### config.mk
export PLATFORM = sky130hd
export DESIGN_NAME = tfm_modulator
export DESIGN_NICKNAME = d
export VERILOG_FILES = /design/src/inc/tfm_pkg.sv /design/src/core/tfm_sync.sv /design/src/core/tfm_modulator.sv
export SDC_FILE = /design/constraint.sdc
export NUM_CORES = 2
export LEC_CHECK = 0
export BUFFER_PORTS_ARGS = -buffer_cell sky130_fd_sc_hd__buf_2
export CAP_MARGIN = 10
export CORE_MARGIN = 3
export CORE_UTILIZATION = 46
export CTS_CLUSTER_DIAMETER = 80
export DETAILED_ROUTE_END_ITERATION = 8
export PLACE_DENSITY = 0.61
export REMOVE_ABC_BUFFERS = 1
export SLEW_MARGIN = 20
export SYNTH_ARGS = -nofsm -noshare
export SYNTH_HDL_FRONTEND = slang
export SYNTH_SLANG_ARGS = --single-unit
### constraint.sdc
create_clock -name mclk -period 36 [get_ports mclk]
set_input_delay 7.2 -clock mclk [delete_from_list [all_inputs] [get_ports mclk]]
set_output_delay 7.2 -clock mclk [all_outputs]
set_load 0.03 [all_outputs]
### src/inc/tfm_pkg.sv
// shared constants and carrier types for the traverse frequency modulator
// assumes a single 20 MHz clock; percentages are held in 0.1 % units, times in 0.1 s units
package tfm_pkg;
   // application function selector codes
   localparam logic [2:0] APP_NONE  = 3'h0;
   localparam logic [2:0] APP_SWEEP = 3'h1;
   localparam logic [2:0] APP_PID   = 3'h2;
   localparam logic [2:0] APP_RSVD  = 3'h3;
   localparam logic [2:0] APP_AUTO  = 3'h4;

   // input terminal function codes
   localparam logic [6:0] FN_LOW_OFFSET  = 7'h1b;
   localparam logic [6:0] FN_HIGH_OFFSET = 7'h1c;
   localparam int         NUM_TERMINALS  = 11;

   // setting limits and reset values
   localparam logic [9:0]  PCT_SCALE = 10'h3e8;
   localparam logic [7:0]  AMP_MAX   = 8'hc8;
   localparam logic [7:0]  AMP_RST   = 8'h00;
   localparam logic [8:0]  SCR_MAX   = 9'h1f4;
   localparam logic [8:0]  SCR_RST   = 9'h000;
   localparam logic [12:0] TIME_MIN  = 13'h0001;
   localparam logic [12:0] TIME_MAX  = 13'h1770;
   localparam logic [12:0] ACC_RST   = 13'h0014;
   localparam logic [12:0] DEC_RST   = 13'h001e;
   localparam logic [7:0]  OFS_MAX   = 8'hc8;
   localparam logic [7:0]  OFS_RST   = 8'h00;

   // ramp time unit and its length in clock cycles
   localparam int CLK_PERIOD_NS   = 50;
   localparam int TIME_UNIT_NS    = 100000000;
   localparam int CYC_PER_UNIT    = TIME_UNIT_NS / CLK_PERIOD_NS;

   typedef struct packed {
      logic [7:0]  amplitude_pct;
      logic [8:0]  scramble_pct;
      logic [12:0] acc_time;
      logic [12:0] dec_time;
      logic [7:0]  high_offset_pct;
      logic [7:0]  low_offset_pct;
   } tfm_settings_t;

   localparam tfm_settings_t SETTINGS_RST = '{AMP_RST, SCR_RST, ACC_RST, DEC_RST, OFS_RST, OFS_RST};

   typedef logic [NUM_TERMINALS-1:0][6:0] tfm_term_func_t;

   typedef enum logic {TFM_RISE, TFM_FALL} tfm_phase_t;
endpackage : tfm_pkg

### src/core/tfm_sync.sv
// two-stage synchroniser for asynchronous level inputs
// assumes levels stay put well beyond two clock periods
`timescale 1ns/1ps
module tfm_sync #(
   parameter int WIDTH = 1
) (
   input  wire logic             mclk,   // system clock
   input  wire logic             rst_b,  // async reset, active low
   input  wire logic [WIDTH-1:0] d,      // asynchronous levels
   output logic      [WIDTH-1:0] q       // synchronised levels
);
   logic [WIDTH-1:0] meta_reg;
   logic [WIDTH-1:0] q_reg;

   always_ff @(posedge mclk or negedge rst_b) begin
      if (!rst_b) begin
         meta_reg <= '0;
         q_reg    <= '0;
      end else begin
         meta_reg <= d;
         q_reg    <= meta_reg;
      end
   end

   assign q = q_reg;
endmodule : tfm_sync

### src/core/tfm_modulator.sv
// traverse frequency modulator: triangular sweep around the frequency reference
// assumes freq_ref, settings and app_mode are synchronous to mclk; terminal pins are asynchronous
//
// Contract
// - selector codes 0..4; sweep and its settings act only under code 1
// - hold sweep amplitude 0..20 %, default 0, as share of reference
// - at each deceleration start jump down by scramble 0..50 % of amplitude
// - rise over acceleration time, fall over deceleration time, 0.1..600 s
// - hold high offset 0..20 %, default 0, as share of reference
// - while a code-28 terminal is on add the high offset
// - hold low offset 0..20 %, default 0, as share of reference
// - while a code-27 terminal is on subtract the low offset
// - each of eleven terminals takes its function from its own setting
`timescale 1ns/1ps
module tfm_modulator #(
   parameter int CYC_PER_UNIT = tfm_pkg::CYC_PER_UNIT
) (
   input  wire logic                   mclk,          // 20 MHz system clock
   input  wire logic                   rst_b,         // async reset, active low
   input  wire logic [2:0]             app_mode,      // application function selector
   input  wire logic [15:0]            freq_ref,      // frequency reference, 0.01 Hz
   input  wire logic                   settings_wr,   // one-cycle strobe to take settings_in
   input  wire tfm_pkg::tfm_settings_t settings_in,   // new sweep settings
   input  wire tfm_pkg::tfm_term_func_t input_terminal_function, // per-terminal function codes
   input  wire logic [10:0]            terminal_pin,  // input terminal levels, asynchronous
   output logic [15:0]                 freq_cmd,      // frequency command to the drive
   output logic                        sweep_active,  // sweep function running
   output logic                        sweep_falling, // sweep in its falling phase
   output tfm_pkg::tfm_settings_t      settings_out   // settings held now
);
   tfm_pkg::tfm_settings_t set_reg, set_next;
   tfm_pkg::tfm_phase_t    phase_reg, phase_next;
   logic signed [17:0]     pos_reg, pos_next;
   logic [34:0]            err_reg, err_next;
   logic [15:0]            freq_reg, freq_next;
   logic                   active_reg, active_next;
   logic [10:0]            term_level;
   logic                   hi_on, lo_on, sweep_sel;
   logic [23:0]            amp_f, hi_f, lo_f;
   logic [24:0]            scr_f;
   logic signed [17:0]     amp_s, scr_s, jump_pos;
   logic [16:0]            span;
   logic [34:0]            n_acc, n_dec;
   logic [35:0]            err_sum;
   logic signed [19:0]     sum;

   tfm_sync #(.WIDTH(11)) u_sync (
      .mclk  (mclk),
      .rst_b (rst_b),
      .d     (terminal_pin),
      .q     (term_level)
   );

   // settings store, clamped into range on write
   always_comb begin
      set_next = set_reg;
      if (settings_wr) begin
         set_next = settings_in;
         if (settings_in.amplitude_pct > tfm_pkg::AMP_MAX) set_next.amplitude_pct = tfm_pkg::AMP_MAX;
         if (settings_in.scramble_pct > tfm_pkg::SCR_MAX) set_next.scramble_pct = tfm_pkg::SCR_MAX;
         if (settings_in.acc_time < tfm_pkg::TIME_MIN) set_next.acc_time = tfm_pkg::TIME_MIN;
         if (settings_in.acc_time > tfm_pkg::TIME_MAX) set_next.acc_time = tfm_pkg::TIME_MAX;
         if (settings_in.dec_time < tfm_pkg::TIME_MIN) set_next.dec_time = tfm_pkg::TIME_MIN;
         if (settings_in.dec_time > tfm_pkg::TIME_MAX) set_next.dec_time = tfm_pkg::TIME_MAX;
         if (settings_in.high_offset_pct > tfm_pkg::OFS_MAX) set_next.high_offset_pct = tfm_pkg::OFS_MAX;
         if (settings_in.low_offset_pct > tfm_pkg::OFS_MAX) set_next.low_offset_pct = tfm_pkg::OFS_MAX;
      end
   end

   always_ff @(posedge mclk or negedge rst_b) begin
      if (!rst_b) begin
         set_reg <= tfm_pkg::SETTINGS_RST;
      end else begin
         set_reg <= set_next;
      end
   end

   // terminal function decode
   always_comb begin
      hi_on = 1'b0;
      lo_on = 1'b0;
      for (int i = 0; i < tfm_pkg::NUM_TERMINALS; i++) begin
         if (term_level[i] && input_terminal_function[i] == tfm_pkg::FN_HIGH_OFFSET) hi_on = 1'b1;
         if (term_level[i] && input_terminal_function[i] == tfm_pkg::FN_LOW_OFFSET) lo_on = 1'b1;
      end
   end

   // frequency amounts derived from the reference
   assign sweep_sel = (app_mode == tfm_pkg::APP_SWEEP);
   assign amp_f     = (freq_ref * set_reg.amplitude_pct) / tfm_pkg::PCT_SCALE;
   assign scr_f     = (amp_f[15:0] * set_reg.scramble_pct) / tfm_pkg::PCT_SCALE;
   assign hi_f      = (freq_ref * set_reg.high_offset_pct) / tfm_pkg::PCT_SCALE;
   assign lo_f      = (freq_ref * set_reg.low_offset_pct) / tfm_pkg::PCT_SCALE;
   assign amp_s     = $signed({2'b00, amp_f[15:0]});
   assign scr_s     = $signed({2'b00, scr_f[15:0]});
   assign jump_pos  = (amp_s - scr_s < -amp_s) ? -amp_s : amp_s - scr_s;
   assign span      = {amp_f[15:0], 1'b0};
   assign n_acc     = 35'(set_reg.acc_time) * 35'(CYC_PER_UNIT);
   assign n_dec     = 35'(set_reg.dec_time) * 35'(CYC_PER_UNIT);

   // sweep position: spread 2*amp evenly over the ramp time, one step at most per cycle
   always_comb begin
      phase_next = phase_reg;
      pos_next   = pos_reg;
      err_next   = err_reg;
      err_sum    = {1'b0, err_reg} + 36'(span);
      if (!sweep_sel) begin
         phase_next = tfm_pkg::TFM_RISE;
         pos_next   = -amp_s;
         err_next   = '0;
      end else begin
         case (phase_reg)
            tfm_pkg::TFM_RISE: begin
               if (pos_reg >= amp_s) begin
                  phase_next = tfm_pkg::TFM_FALL;
                  pos_next   = jump_pos;
                  err_next   = '0;
               end else if (err_sum >= 36'(n_acc)) begin
                  pos_next = pos_reg + 18'sh00001;
                  err_next = 35'(err_sum - 36'(n_acc));
               end else begin
                  err_next = err_sum[34:0];
               end
            end
            tfm_pkg::TFM_FALL: begin
               if (pos_reg <= -amp_s) begin
                  phase_next = tfm_pkg::TFM_RISE;
                  err_next   = '0;
               end else if (err_sum >= 36'(n_dec)) begin
                  pos_next = pos_reg - 18'sh00001;
                  err_next = 35'(err_sum - 36'(n_dec));
               end else begin
                  err_next = err_sum[34:0];
               end
            end
            default: begin
               phase_next = tfm_pkg::TFM_RISE;
               pos_next   = -amp_s;
               err_next   = '0;
            end
         endcase
      end
   end

   // command: sweep plus any offsets that are on, clamped to the output range
   always_comb begin
      sum = 20'(freq_ref) + 20'(pos_reg);
      if (hi_on) sum = sum + 20'(hi_f[15:0]);
      if (lo_on) sum = sum - 20'(lo_f[15:0]);
      if (!sweep_sel) freq_next = freq_ref;
      else if (sum < 20'sh00000) freq_next = 16'h0000;
      else if (sum > 20'sh0ffff) freq_next = 16'hffff;
      else freq_next = sum[15:0];
      active_next = sweep_sel;
   end

   always_ff @(posedge mclk or negedge rst_b) begin
      if (!rst_b) begin
         phase_reg  <= tfm_pkg::TFM_RISE;
         pos_reg    <= '0;
         err_reg    <= '0;
         freq_reg   <= '0;
         active_reg <= 1'b0;
      end else begin
         phase_reg  <= phase_next;
         pos_reg    <= pos_next;
         err_reg    <= err_next;
         freq_reg   <= freq_next;
         active_reg <= active_next;
      end
   end

   assign freq_cmd      = freq_reg;
   assign sweep_active  = active_reg;
   assign sweep_falling = (phase_reg == tfm_pkg::TFM_FALL);
   assign settings_out  = set_reg;

   passthrough_a: assert property (@(posedge mclk) disable iff (!rst_b)
      !sweep_sel |=> freq_cmd == $past(freq_ref))
      else $error("reference not passed through outside sweep");

   mode_gate_a: assert property (@(posedge mclk) disable iff (!rst_b)
      app_mode != tfm_pkg::APP_SWEEP |=> !sweep_active && !sweep_falling)
      else $error("sweep running under another function code");

   rise_step_a: assert property (@(posedge mclk) disable iff (!rst_b)
      sweep_sel && phase_reg == tfm_pkg::TFM_RISE && pos_reg < amp_s ##1 sweep_sel
      |-> pos_reg - $past(pos_reg) inside {18'sh00000, 18'sh00001})
      else $error("rising sweep moved by more than one step");

   fall_step_a: assert property (@(posedge mclk) disable iff (!rst_b)
      sweep_sel && phase_reg == tfm_pkg::TFM_FALL && pos_reg > -amp_s ##1 sweep_sel
      |-> $past(pos_reg) - pos_reg inside {18'sh00000, 18'sh00001})
      else $error("falling sweep moved by more than one step");

   scramble_jump_a: assert property (@(posedge mclk) disable iff (!rst_b)
      sweep_sel && phase_reg == tfm_pkg::TFM_RISE && pos_reg >= amp_s
      |=> phase_reg == tfm_pkg::TFM_FALL && pos_reg == $past(jump_pos) && pos_reg <= $past(amp_s))
      else $error("deceleration did not start with the scramble jump");

   setting_range_a: assert property (@(posedge mclk) disable iff (!rst_b)
      set_reg.amplitude_pct <= tfm_pkg::AMP_MAX && set_reg.scramble_pct <= tfm_pkg::SCR_MAX &&
      set_reg.high_offset_pct <= tfm_pkg::OFS_MAX && set_reg.low_offset_pct <= tfm_pkg::OFS_MAX)
      else $error("stored percentage out of range");

   time_range_a: assert property (@(posedge mclk) disable iff (!rst_b)
      set_reg.acc_time inside {[tfm_pkg::TIME_MIN:tfm_pkg::TIME_MAX]} &&
      set_reg.dec_time inside {[tfm_pkg::TIME_MIN:tfm_pkg::TIME_MAX]})
      else $error("stored ramp time out of range");

   high_offset_a: assert property (@(posedge mclk) disable iff (!rst_b)
      sweep_sel && hi_on && !lo_on
      && $signed(20'(freq_ref) + 20'(pos_reg) + 20'(hi_f[15:0])) <= 20'sh0ffff
      && $signed(20'(freq_ref) + 20'(pos_reg)) >= 20'sh00000
      |=> 20'(freq_cmd) == $past(20'(freq_ref) + 20'(pos_reg) + 20'(hi_f[15:0])))
      else $error("high offset not added");

   low_offset_a: assert property (@(posedge mclk) disable iff (!rst_b)
      sweep_sel && lo_on && !hi_on
      && $signed(20'(freq_ref) + 20'(pos_reg) - 20'(lo_f[15:0])) >= 20'sh00000
      && $signed(20'(freq_ref) + 20'(pos_reg)) <= 20'sh0ffff
      |=> 20'(freq_cmd) == $past(20'(freq_ref) + 20'(pos_reg) - 20'(lo_f[15:0])))
      else $error("low offset not subtracted");
endmodule : tfm_modulator

==> implementation parameters <==
Parameter                              Value

Timing
  Setup slack of the critical path after layout    -0.681 ns
  Tightest hold margin    approximately 0.35 ns
  Final Max Tran Viols    0
  Setup Viol. Count Final    17
  Highest clock rate    approximately 0.027 GHz
  Slew margin rel.    roughly 27%
  Worst Tran Pin Value    1.09 ns
  Final hold vios    0
  Setup repair after global routing missed its margin    true
  Final period utilization    102%
  Clk_skew    0.0196 ns
  Crit path time final    ~37 ns

Clocking
  Clock latency at the later pin of the worst-skew pair    0.51 ns
  Largest buffer count on any clock path    2
  CTS clock-pin slew for the worst setup and hold paths    0.07 ns
  Number of buffers added by the clock tree synthesis step    17
  Clock Root Buffer    clkbuf_16
  Clk sinks    151
  Hold Buf Count CTS    0
  H-Tree Depth    4
  CTS tree    yes

Global routing
  Combined global-route utilization of all metal layers    27.5%
  GRT overflow    0
  Global-route wire length before repair    269 mm
  Number of antenna violations at the first check in global routing    4
  Maximum number of pins on one net before global-route repair    61
  Via count of the first global-routing pass    52500

Critical path
  Minimum setup slack among reg-to-reg paths    about 5.3 ns
  Data required time at the worst endpoint    36.41 ns
  Most frequent cell on the critical path    buf_4
  Number of cell instances on the worst register-to-register path    145
  Longest individual stage delay on the worst path    0.60 ns
  Crit path max-delay cell type    fa_1
  CP endpoint    pos_reg[6]
  Critical path start-end classification    in -> reg
  Launch instance of the worst register-to-register path    settings_out[55]
  Largest driver fanout on the critical path    7
  Kind of end point of the critical path    register
  Kind of start point of the critical path    primary input
  Timing startpoint of the critical path    freq_ref[7]
  Reg2reg end    pos_reg[6]
  Arr. time, crit path    37.09 ns

Yosys
  Count of cell types in the netlist    145
  Number of enable-type register cells in the synthesized netlist    0
  Netlist area before placement    52500 sq um
  Flip-flop cell with the highest count after synthesis    dfrtp_1
  Main area contributors after synthesis    fa_1, ha_1, dfrtp_1, inv_1, xnor2_1
  Async S/R FF share, synth    100%
  Portion of synthesized cell area occupied by the leading cell type    16.5%
  Number of flip-flops and latches in the synthesized netlist    151
  Count of mapped cells out of synthesis    between 6000 and 7000
  Sequential-to-total area share from yosys stat    between 7 and 8%
  Mean instance size in the synthesized netlist    between 7 and 8 sq um
  Yosys warns    0
  Leading area contributor after synthesis    fa_1

Drt
  Vias/cell    5.80
  Post-detailed-route count of antenna-violating nets    0
  Number of design rule violations left after detail routing    0
  Total Wirelength    165 mm
  Number of design-rule violations left by the first detailed-router iteration    3401
  Overall via count from detail_route    around 53000
  Wire length per cell    18.1 um
  Pre-Repair DR Iteration Count    5

Floorplanning
  Std cell rows    123
  Starting Density    46.5%
  Width of the die    344 um
  Num ports    246
  Overall die area    approximately 120000 sq um
  Die height    around 340 um
  Placeable Area    between 100000 and 150000 sq um

Place
  Post-DP HPWL    131 mm
  Gpl congestion    0.919
  PortBufs    245

Final layout
  Fraction of layout instances using a drive strength above 1    23.3%
  Fillcell total    10300
  Number of nets in the finished design    between 8000 and 9000
  Area overhead of the layout relative to synthesis    23.2%
  Max reg flops    59

Run
  Number of max-cap violations    0

Worst hold path
  Class of the tightest hold or removal check    reg -> reg

Run status
  Failing checks    negative setup slack
  Outcome    finished, violations left
Yosys cell counts, types with 94 or more instances:
| library cell | number |
|---|---|
| a21o_1 | 164 |
| a21oi_1 | 366 |
| and2_1 | 266 |
| clkbuf_1 | 189 |
| dfrtp_1 | 145 |
| fa_1 | 433 |
| ha_1 | 537 |
| inv_1 | 720 |
| mux2i_1 | 97 |
| nand2_1 | 602 |
| nand3_1 | 173 |
| nor2_1 | 461 |
| nor3_1 | 145 |
| o21a_1 | 94 |
| o21ai_0 | 315 |
| xnor2_1 | 284 |
| xor2_1 | 126 |
kinds of logic (layout without fill, tap and decap cells):
logic type | Yosys count | after routing | synth area share, %
adder cells (fa/ha/maj) | 985 | 985 | 29.6
flip-flops | 151 | 151 | 7.22
XOR/XNOR | 417 | 417 | 7.07
AO/OA/AOI/OAI | 1829 | 1829 | 24.7
multiplexers | 150 | 150 | 3.00
other | 0 | 2 | 0
AND/OR/NAND/NOR | 2185 | 2185 | 21.1
buffers and inverters | 994 | 1894 | 7.33
repair_timing:
action	CTS	global route
hold endpoints to repair	0	0
setup endpoints to repair	18	18
setup buffers	89	40
gates resized for setup	410	188
pin swaps	230	166
placed cells by master (no fill, tap or decap), types with 248 or more instances in the layout:
| cell type | n |
|---|---|
| inv_1 | 712 |
| and2_1 | 248 |
| nor2_1 | 446 |
| xnor2_1 | 269 |
| buf_4 | 836 |
| fa_1 | 420 |
| o21ai_0 | 275 |
| ha_1 | 516 |
| a21oi_1 | 334 |
| nand2_1 | 592 |
how the worst min path moves through the flow:
| stage | startpoint | to | slack (ns) | cells past startpoint |
|---|---|---|---|---|
| 5_1_grt | u_sync.meta_reg[3] | u_sync.q[3] | 0.35 | 0 |
| 2_1_floorplan | u_sync.meta_reg[0] | u_sync.q[0] | 0.33 | 0 |
| 3_3_place_gp | u_sync.meta_reg[5] | u_sync.q[5] | 0.33 | 0 |
| 3_5_place_dp | u_sync.meta_reg[3] | u_sync.q[3] | 0.34 | 0 |
| 4_1_cts | u_sync.meta_reg[7] | u_sync.q[7] | 0.35 | 0 |
| 6_report | u_sync.meta_reg[7] | u_sync.q[7] | 0.35 | 0 |
layout make-up:
cell class	count	area (sq um)	share of cell area, %
Multi-Input combinational cell	5566	47500	73.4
Timing Repair Buffer	1128	8160	12.6
Sequential cell	151	3790	5.86
Inverter	734	2770	4.28
Tap cell	1500	1880	2.90
Clock buffer	19	443	0.685
Clock inverter	13	146	0.226
Antenna cell	2	5.00	0.00774
routing by layer:
metal	vias up	routed length (um)	track usage [%]
li1	25600	-	-
met1	25700	73300	36.9
met2	1347	78800	46.7
met3	240	7690	2.74
met4	0	4980	8.06
met5	-	0	0
through the flow:
step	instance area [sq um]	util (%)	instances	setup WS (ns)	TNS [ns]
3_5_place_dp	60200	53.4	8953	-2.85	-47.62
4_1_cts	63500	56.2	9070	-0.0746	-0.586
3_3_place_gp	60200	53.4	8953	-2.30	-38.88
5_1_grt	64700	57.3	9111	-2.04	-33.32
2_1_floorplan	51400	-	6451	-5.28	-91.69
6_report	64700	57.3	9113	-0.681	-10.03
critical path: cells and delay by family:
family / cells / cell delay [ns]
AOI/OAI and AO/OA: 63 / 12.85
adders and majority gates: 13 / 5.48
muxes: 5 / 1.43
buffers and inverters: 28 / 3.72
and+or+nand+nor: 34 / 6.20
xor gates and xnor gates: 1 / 0.13
Power is not shown: default switching activity piles up to over one toggle a cycle in this logic, so the estimate is an artifact.
